### src/verilog/fo_pkg.sv
// Constants, field layout and helpers for the filter and orientation registers.
package fo_pkg;

  // ----------------------------------------------------------------------
  // Register map
  // ----------------------------------------------------------------------
  localparam logic [7:0] FO_ADDR_FILTER_CFG    = 8'h0F;
  localparam logic [7:0] FO_ADDR_ORIENT_STATUS = 8'h10;

  // ----------------------------------------------------------------------
  // Filter configuration fields
  // ----------------------------------------------------------------------
  localparam int         FO_HPF_BYP_BIT = 5;
  localparam int         FO_LPF_EN_BIT  = 4;
  localparam int         FO_SEL_LSB     = 0;
  localparam logic       FO_HPF_BYP_RST = 1'b0;
  localparam logic       FO_LPF_EN_RST  = 1'b0;
  localparam logic [1:0] FO_SEL_RST     = 2'h0;

  // ----------------------------------------------------------------------
  // Orientation status fields
  // ----------------------------------------------------------------------
  localparam int         FO_CHG_BIT   = 7;
  localparam int         FO_LOCK_BIT  = 6;
  localparam int         FO_CODE_LSB  = 1;
  localparam int         FO_BACK_BIT  = 0;
  localparam logic       FO_CHG_RST   = 1'b0;
  localparam logic       FO_LOCK_RST  = 1'b0;
  localparam logic [1:0] FO_CODE_RST  = 2'h0;
  localparam logic       FO_BACK_RST  = 1'b0;
  localparam logic       FO_FRONT     = 1'b0;
  localparam logic       FO_BACK      = 1'b1;
  localparam logic [1:0] FO_PORTRAIT_UP   = 2'h0;
  localparam logic [1:0] FO_PORTRAIT_DOWN = 2'h1;
  localparam logic [1:0] FO_LAND_RIGHT    = 2'h2;
  localparam logic [1:0] FO_LAND_LEFT     = 2'h3;

  // ----------------------------------------------------------------------
  // Oversampling modes and data rate indices
  // ----------------------------------------------------------------------
  localparam logic [1:0] FO_OS_NORMAL = 2'h0;
  localparam logic [1:0] FO_OS_LNLP   = 2'h1;
  localparam logic [1:0] FO_OS_HIRES  = 2'h2;
  localparam logic [1:0] FO_OS_LOWPWR = 2'h3;
  localparam logic [2:0] FO_ODR_800  = 3'h0;
  localparam logic [2:0] FO_ODR_400  = 3'h1;
  localparam logic [2:0] FO_ODR_200  = 3'h2;
  localparam logic [2:0] FO_ODR_100  = 3'h3;
  localparam logic [2:0] FO_ODR_50   = 3'h4;
  localparam logic [2:0] FO_ODR_12P5 = 3'h5;

  // Cutoff is reported as 16 Hz divided by two to the power of the shift.
  localparam int         FO_CUTOFF_BASE_HZ = 16;
  localparam int         FO_SHIFT_W        = 4;

  // ----------------------------------------------------------------------
  // Acceleration limit for the orientation lock
  // ----------------------------------------------------------------------
  localparam int          FO_AXIS_W        = 12;
  localparam logic [11:0] FO_LOCK_LIMIT_MG = 12'h4E2;

  function automatic logic fo_over_limit(input logic [FO_AXIS_W-1:0] mag_mg);
    return mag_mg > FO_LOCK_LIMIT_MG;
  endfunction

endpackage

### src/verilog/fo_cutoff_lut.sv
// High-pass cutoff lookup from data rate, oversampling mode and selector.
module fo_cutoff_lut
  import fo_pkg::*;
(
  input  wire logic [1:0]                    os_mode,
  input  wire logic [2:0]                    output_data_rate,
  input  wire logic [1:0]                    cutoff_sel,
  output logic      [fo_pkg::FO_SHIFT_W-1:0] cutoff_shift
);

  // ----------------------------------------------------------------------
  // Shift of the 00 code; each higher code halves once more
  // ----------------------------------------------------------------------
  function automatic logic [FO_SHIFT_W-1:0] base_shift(input logic [1:0] m,
                                                       input logic [2:0] r);
    logic [FO_SHIFT_W-1:0] s;
    s = 4'h0;
    case (m)
      FO_OS_HIRES: s = 4'h0;
      FO_OS_LOWPWR: begin
        if (r >= FO_ODR_12P5) s = 4'h6;
        else                  s = {1'b0, r};
      end
      default: begin
        if (r <= FO_ODR_400)                          s = 4'h0;
        else if (r >= FO_ODR_12P5 && m == FO_OS_LNLP) s = 4'h5;
        else if (r >= FO_ODR_50)                      s = 4'h3;
        else                                          s = {1'b0, r - 3'h1};
      end
    endcase
    return s;
  endfunction

  always_comb begin
    cutoff_shift = base_shift(os_mode, output_data_rate) + {2'h0, cutoff_sel};
  end

endmodule

### src/verilog/fo_orient_track.sv
// Holds the latest accepted orientation result and flags each change.
module fo_orient_track
  import fo_pkg::*;
(
  input  wire logic       clk_sys,
  input  wire logic       nrst,
  input  wire logic       active_mode,
  input  wire logic       detect_enable,
  input  wire logic       over_limit,
  input  wire logic       det_valid,
  input  wire logic       det_lockout,
  input  wire logic [1:0] det_code,
  input  wire logic       det_back,
  output logic            tilt_lockout,
  output logic [1:0]      orientation_code,
  output logic            back_front_bit,
  output logic            change_q
);

  logic first_q;
  logic accept;
  logic differs;

  // The result freezes while any axis is above the limit.
  assign accept  = det_valid & detect_enable & active_mode & ~over_limit;
  assign differs = (det_lockout != tilt_lockout) | (det_code != orientation_code)
                 | (det_back != back_front_bit);

  // ----------------------------------------------------------------------
  // First detection after leaving standby
  // ----------------------------------------------------------------------
  always_ff @(posedge clk_sys or negedge nrst) begin
    if (!nrst) begin
      first_q <= 1'b1;
    end else if (!active_mode) begin
      first_q <= 1'b1;
    end else if (accept) begin
      first_q <= 1'b0;
    end
  end

  // Fields keep tracking even while the change flag is still pending.
  always_ff @(posedge clk_sys or negedge nrst) begin
    if (!nrst) begin
      tilt_lockout     <= FO_LOCK_RST;
      orientation_code <= FO_CODE_RST;
      back_front_bit   <= FO_BACK_RST;
    end else if (accept) begin
      tilt_lockout     <= det_lockout;
      orientation_code <= det_code;
      back_front_bit   <= det_back;
    end
  end

  always_ff @(posedge clk_sys or negedge nrst) begin
    if (!nrst) begin
      change_q <= 1'b0;
    end else begin
      change_q <= accept & (first_q | differs);
    end
  end

endmodule

### src/verilog/fo_filter_orient_regs.sv
// Filter configuration and orientation status register slice.
//
// How it works
// - Filter register bit 5 bypasses pulse high-pass when 1; resets 0.
// - Filter register bit 4 enables pulse low-pass when 1; resets 0.
// - Bits 1:0 select cutoff, reset 00; bits 7:6 and 3:2 read zero.
// - High-resolution mode gives 16, 8, 4, 2 Hz at every rate.
// - Normal mode gives 16 Hz at 800 and 400, then halves per rate down to 2 Hz.
// - Low-noise low-power matches normal, then 0.5 Hz base below 50 Hz.
// - Low-power mode halves per rate step, 16 Hz down to 0.25 Hz base.
// - Status holds change flag 7, lockout 6, code 2:1, back 0.
// - Change flag sets on first detection after activation or any change.
// - Reading the status register clears the change flag and interrupt.
// - Lockout bit reads 1 once the tilt trip angle is exceeded.
// - Code 00 portrait up, 01 down, 10 landscape right, 11 left.
// - Back/front bit is 0 for front, 1 for back.
// - All status fields and the change flag start at zero.
// - Fields keep updating while the change flag is set.
// - Result holds while any axis exceeds 1.25 g.
// - Interrupt status sets with the flag when enabled; read clears it.
// - Detection runs only while its enable is 1.
module fo_filter_orient_regs
  import fo_pkg::*;
(
  input  wire logic                         clk_sys,
  input  wire logic                         nrst,
  input  wire logic [7:0]                   reg_addr,
  input  wire logic                         reg_wr,
  input  wire logic                         reg_rd,
  input  wire logic [7:0]                   reg_wdata,
  input  wire logic                         active_mode,
  input  wire logic                         orientation_detect_enable,
  input  wire logic                         orientation_irq_enable,
  input  wire logic [1:0]                   os_mode,
  input  wire logic [2:0]                   output_data_rate,
  input  wire logic [fo_pkg::FO_AXIS_W-1:0] axis_x_mg,
  input  wire logic [fo_pkg::FO_AXIS_W-1:0] axis_y_mg,
  input  wire logic [fo_pkg::FO_AXIS_W-1:0] axis_z_mg,
  input  wire logic                         det_valid,
  input  wire logic                         det_lockout,
  input  wire logic [1:0]                   det_code,
  input  wire logic                         det_back,
  output logic      [7:0]                   reg_rdata,
  output logic                              pulse_highpass_bypass,
  output logic                              pulse_lowpass_enable,
  output logic      [1:0]                   cutoff_sel,
  output logic      [fo_pkg::FO_SHIFT_W-1:0] cutoff_shift,
  output logic                              orientation_change_flag,
  output logic                              orientation_irq_status
);

  import fo_pkg::*;

  // ----------------------------------------------------------------------
  // Decode
  // ----------------------------------------------------------------------
  logic       wr_filter;
  logic       rd_filter;
  logic       rd_status;
  logic       over_limit;
  logic       change;
  logic       tilt_lockout;
  logic [1:0] orientation_code;
  logic       back_front_bit;
  logic [FO_SHIFT_W-1:0] cutoff_shift_d;
  logic [7:0] filter_byte;
  logic [7:0] status_byte;

  always_comb begin
    wr_filter = 1'b0;
    rd_filter = 1'b0;
    rd_status = 1'b0;
    if (reg_addr == FO_ADDR_FILTER_CFG) begin
      wr_filter = reg_wr;
      rd_filter = reg_rd;
    end else if (reg_addr == FO_ADDR_ORIENT_STATUS) begin
      // Writes here fall through on purpose; the register is read-only.
      rd_status = reg_rd;
    end
  end

  assign over_limit = fo_over_limit(axis_x_mg) | fo_over_limit(axis_y_mg)
                    | fo_over_limit(axis_z_mg);

  // ----------------------------------------------------------------------
  // Orientation result and cutoff lookup
  // ----------------------------------------------------------------------
  fo_orient_track u_track (
    .clk_sys          (clk_sys),
    .nrst             (nrst),
    .active_mode      (active_mode),
    .detect_enable    (orientation_detect_enable),
    .over_limit       (over_limit),
    .det_valid        (det_valid),
    .det_lockout      (det_lockout),
    .det_code         (det_code),
    .det_back         (det_back),
    .tilt_lockout     (tilt_lockout),
    .orientation_code (orientation_code),
    .back_front_bit   (back_front_bit),
    .change_q         (change)
  );

  fo_cutoff_lut u_lut (
    .os_mode          (os_mode),
    .output_data_rate (output_data_rate),
    .cutoff_sel       (cutoff_sel),
    .cutoff_shift     (cutoff_shift_d)
  );

  // ----------------------------------------------------------------------
  // Filter configuration register
  // ----------------------------------------------------------------------
  always_ff @(posedge clk_sys or negedge nrst) begin
    if (!nrst) begin
      pulse_highpass_bypass <= FO_HPF_BYP_RST;
      pulse_lowpass_enable  <= FO_LPF_EN_RST;
      cutoff_sel            <= FO_SEL_RST;
    end else if (wr_filter) begin
      pulse_highpass_bypass <= reg_wdata[FO_HPF_BYP_BIT];
      pulse_lowpass_enable  <= reg_wdata[FO_LPF_EN_BIT];
      cutoff_sel            <= reg_wdata[FO_SEL_LSB+1:FO_SEL_LSB];
    end
  end

  // The shift lags the selector by one cycle so that the output is a flop.
  always_ff @(posedge clk_sys or negedge nrst) begin
    if (!nrst) begin
      cutoff_shift <= '0;
    end else begin
      cutoff_shift <= cutoff_shift_d;
    end
  end

  // ----------------------------------------------------------------------
  // Change flag and interrupt status
  // ----------------------------------------------------------------------
  // A change in the same cycle as the clearing read wins, so no event is lost.
  always_ff @(posedge clk_sys or negedge nrst) begin
    if (!nrst) begin
      orientation_change_flag <= FO_CHG_RST;
    end else if (change) begin
      orientation_change_flag <= 1'b1;
    end else if (rd_status) begin
      orientation_change_flag <= 1'b0;
    end
  end

  always_ff @(posedge clk_sys or negedge nrst) begin
    if (!nrst) begin
      orientation_irq_status <= 1'b0;
    end else if (change && orientation_irq_enable) begin
      orientation_irq_status <= 1'b1;
    end else if (rd_status) begin
      orientation_irq_status <= 1'b0;
    end
  end

  // ----------------------------------------------------------------------
  // Read data
  // ----------------------------------------------------------------------
  always_comb begin
    filter_byte = 8'h00;
    filter_byte[FO_HPF_BYP_BIT] = pulse_highpass_bypass;
    filter_byte[FO_LPF_EN_BIT]  = pulse_lowpass_enable;
    filter_byte[FO_SEL_LSB+1:FO_SEL_LSB] = cutoff_sel;
  end

  always_comb begin
    status_byte = 8'h00;
    status_byte[FO_CHG_BIT]  = orientation_change_flag;
    status_byte[FO_LOCK_BIT] = tilt_lockout;
    status_byte[FO_CODE_LSB+1:FO_CODE_LSB] = orientation_code;
    status_byte[FO_BACK_BIT] = back_front_bit;
  end

  // The read returns the value seen before the clear takes effect.
  always_ff @(posedge clk_sys or negedge nrst) begin
    if (!nrst) begin
      reg_rdata <= 8'h00;
    end else if (rd_status) begin
      reg_rdata <= status_byte;
    end else if (rd_filter) begin
      reg_rdata <= filter_byte;
    end else if (reg_rd) begin
      reg_rdata <= 8'h00;
    end
  end
endmodule

### config.mk
export PLATFORM = sky130hd
export DESIGN_NAME = fo_filter_orient_regs
export DESIGN_NICKNAME = d
export VERILOG_FILES = /design/src/verilog/fo_pkg.sv /design/src/verilog/fo_cutoff_lut.sv /design/src/verilog/fo_orient_track.sv /design/src/verilog/fo_filter_orient_regs.sv
export SDC_FILE = /design/constraint.sdc
export NUM_CORES = 1
export LEC_CHECK = 0
export BUFFER_PORTS_ARGS = -buffer_cell sky130_fd_sc_hd__buf_2
export CELL_PAD_IN_SITES_DETAIL_PLACEMENT = 1
export CELL_PAD_IN_SITES_GLOBAL_PLACEMENT = 1
export CORE_ASPECT_RATIO = 1.75
export CORE_MARGIN = 5
export CORE_UTILIZATION = 31
export DETAILED_ROUTE_END_ITERATION = 8
export PLACE_DENSITY_LB_ADDON = 0.1
export SETUP_SLACK_MARGIN = 0.1
export SLEW_MARGIN = 25
export SYNTH_ARGS = -nofsm -noshare
export SYNTH_HDL_FRONTEND = slang
export SYNTH_SLANG_ARGS = --single-unit
### constraint.sdc
create_clock -name clk_sys -period 2.9 [get_ports clk_sys]
set_clock_uncertainty 0.05 [all_clocks]
set_input_delay 0.435 -clock clk_sys [delete_from_list [all_inputs] [get_ports clk_sys]]
set_output_delay 0.435 -clock clk_sys [all_outputs]
set_load 0.05 [all_outputs]
==> flow_summary_export.csv <==
group,metric,value,unit
logic_synthesis,yosys.area.top_type_share,43.3,%
placement,placed_area,0.00173,mm^2
critical_path,worstPathArrival,2.05,ns
sta,timing.final.max_slew_violations,0,
critical_path,worstSetupPathType,"in2reg",
logic_synthesis,synth_nets,191,
clock_tree,root_buffer,"clkbuf_8",
logic_synthesis,yosys_warnings,0,
logic_synthesis,synth_area_leaders,"dfrtp_1 43%, mux2_4 9.4%, o21ai_0 4.3%",
floorplanning,coreArea,0.00394,mm^2
logic_synthesis,synth_top_family_by_area,"simple AND/OR/NAND/NOR gates",
critical_path,crit_required,2.99,ns
power,seqPwrFrac,48.9,%
sta,timing.final.hold_violations,0,
floorplanning,die_y,94.8,um
cells_and_area,seq_area,577,um^2
clock_tree,cts_resized,0,
cells_and_area,syn2layout_area_growth,39.2,%
cells_and_area,final_area,0.00177,mm^2
route,first_iter_violations,19,
logic_synthesis,synth_ff_type,"dfrtp_1",
power,pwr_density_cell,402,mW/mm^2
logic_synthesis,muxShareOfSynthArea,9.44,%
critical_path,critPathCaptureType,"flop",
sta,tightest_slew,0.513,ns
global_routing,grt_pass1_vias,1402,
power,finalPower,0.713,mW
logic_synthesis,async_flop_share,100,%
clock_tree,cts_tree,"yes",
power,vdd_drop_max,0.160,mV
logic_synthesis,synthCells,117,
critical_path,critPathMaxStageDelay,0.48,ns
power,p_switching,0.210,mW
placement,numPortBuffers,81,
power,p_int,0.503,mW
route,routedWlPerCell,13.9,um
logic_synthesis,ys_types,38,
route,firstDrtPassIters,2,
route,drc,0,
sta,fin_tns_setup,0,ns
flow_run,cap_viol_max_count,0,
power,clock_power_share,27.4,%
logic_synthesis,avgSynthCellArea,10.9,um^2
clock_tree,htreeDepth,1,
power,p_comb_share,23.7,%
logic_synthesis,synthXorXnorAreaFrac,3.44,%
logic_synthesis,synth_top_cell_by_area,"dfrtp_1",
sta,rsz0062_at_grt,"false",
floorplanning,num_rows,30,
placement,dp_cells,244,
global_routing,grt_max_degree,24,
global_routing,grt_pass1_wl,5850,um
clock_tree,clkSinkCount,23,
global_routing,antenna_found_initial,0,
logic_synthesis,synth_edf_count,0,
placement,dp_hpwl,3020,um
cells_and_area,instances_no_fill,248,
route,totalWireLength,3440,um
logic_synthesis,seq_area_frac_synth,45.3,%
route,ant_nets,0,
sta,fin_ws,0.943,ns
route,viasPerCell,4.88,
clock_tree,cts_buffer_depth,2,
floorplanning,fp.dieW,58.4,um
sta,fmaxAchievable,0.511,GHz
floorplanning,initial_utilization,32.3,%
cells_and_area,final_layout_size_suffix_gt1_share,51.0,%
clock_tree,postCtsSetupBuffers,0,
clock_tree,clock_latency,0.26,ns
clock_tree,holdBufCountCts,0,
sta,period_needed,1.96,ns
sta,finalCritPeriodShare,67.5,%
logic_synthesis,synth_compound_area_share,14.7,%
critical_path,start_kind,"input pin",
logic_synthesis,synthAdderAreaFrac,5.51,%
global_routing,track_usage,13.3,%
route,num_vias,1210,
sta,setup_viol_count_final,0,
cells_and_area,nFillCells,493,
placement,gp_congestion,0.728,
outcome,status,"finished, final reports clean",
critical_path,worstPathCellList,"buf_2, inv_1, ha_1, nor2_1, o21ai_0, nor2_1, a21oi_1, o21ai_0, fa_1",
placement,dp_slack,0.651,ns
sta,slew_headroom,65.8,%
logic_synthesis,synth_area,0.00127,mm^2
clock_tree,cts.clk_slew.worst_paths,0.08,ns
logic_synthesis,ys_ff_latch,23,
cells_and_area,nNetsFinal,275,
power,power.leakage,0.933,nW
clock_tree,cts_buffers,3,
global_routing,gr-total-overflow,0,
cells_and_area,multiInputGateArea,651,um^2
cells_and_area,diodes,0,
power,p_sw_share,29.4,%
floorplanning,ios,87,
floorplanning,dieArea,0.00554,mm^2
logic_synthesis,synthSimpleGateAreaFrac,17.8,%
critical_path,cp_slowest_cell,"fa_1",
worst_hold_path,hp-class,"in2async",
critical_path,worstPathMaxFanout,5,
## synthesized netlist by cell type (2+ instances only)
master and count:
a22oi_1 2, nor2_2 2, a31oi_1 2, ha_1 4, a21oi_1 5, xnor2_1 2, nand4b_1 2, o21ai_1 2
xor2_1 3, dfrtp_1 22, inv_1 9, mux2_4 8, nand2_1 4, nor4_1 2, o21ai_0 11, a2111oi_2 2
nand4_1 3, nor2_1 8, nand3_1 5
## cell type report
cell class / count / area share (%)
multi-input combinational: 83 / 36.7
sequential: 23 / 32.6
timing repair buffer: 81 / 22.9
tap: 48 / 3.39
clock buffer: 4 / 2.54
inverter: 9 / 1.91
## through the flow
stage | util [%] | hold slack [ns]
finish | 45.0 | 0.0824
global route | 45.0 | 0.141
CTS | 45.0 | 0.101
detailed placement | 43.8 | 0.389
global placement | 43.8 | 0.376
floorplan | - | 0.0894
## final timing paths
check / startpoint / endpoint / cells past startpoint / slack, ns
setup / recovery: output_data_rate[1] / cutoff_shift[1] / 9 / 0.94
hold / removal: nrst / reg_rdata[7] / 1 / 0.08
setup reg to reg: cutoff_sel[0] / cutoff_shift[2] / 3 / 1.55
hold reg to reg: u_track.change_q / orientation_change_flag / 1 / 0.42
max in group asynchronous: nrst / u_track.first_q / 1 / 2.35
min in group clk_sys: active_mode / u_track.first_q / 2 / 0.28
## cells by family after synthesis
family | Yosys count
XOR/XNOR | 5
other | 1
adder cells (fa/ha/maj) | 5
buffers and inverters | 11
AO/OA/AOI/OAI | 29
AND/OR/NAND/NOR | 35
flip-flops | 23
multiplexers | 8
## layer usage
layer	GRT usage [%]	vias to the layer above	wire length, um
met5	0	-	0
met4	4.64	0	55
met3	4.10	5	385
met2	24.7	62	1850
met1	13.6	558	1140
li1	-	585	-
## placed cells by master, fill, tap and decap left out, drive strengths merged, types with 2 or more instances in the layout
cell type	n
buf	81
dfrtp	22
o21ai	13
nor2	10
inv	9
mux2	8
nand3	6
a21oi	5
nand2	4
ha	4
clkbuf	4
xor2	3
nand4	3
nor4	3
nand4b	2
a31oi	2
xnor2	2
a2111oi	2
a22oi	2
nor3	2
## flip-flops by register name (all words and copies together) (netlist names), 2 cells and up
name	cells
cutoff_sel	2
cutoff_shift	4
u_track.orientation_code	2
reg_rdata	7
## critical path, delay by kind of cell
kind            cells  cell delay, ns
fa+ha+maj           2            0.71
compound gates      3            0.48
simple gates        2            0.21
buf+inv             2            0.20
## power groups by stage
stage / Combinational [mW] / Clock (mW) / Sequential [mW]
floorplan: 0.0499 / 0 / 0.396
global placement: 0.166 / 0 / 0.355
CTS: 0.173 / 0.202 / 0.350
finish: 0.169 / 0.195 / 0.349
global route: 0.187 / 0.213 / 0.353
detailed placement: 0.172 / 0 / 0.356
Power figures use the tool's default switching activity.
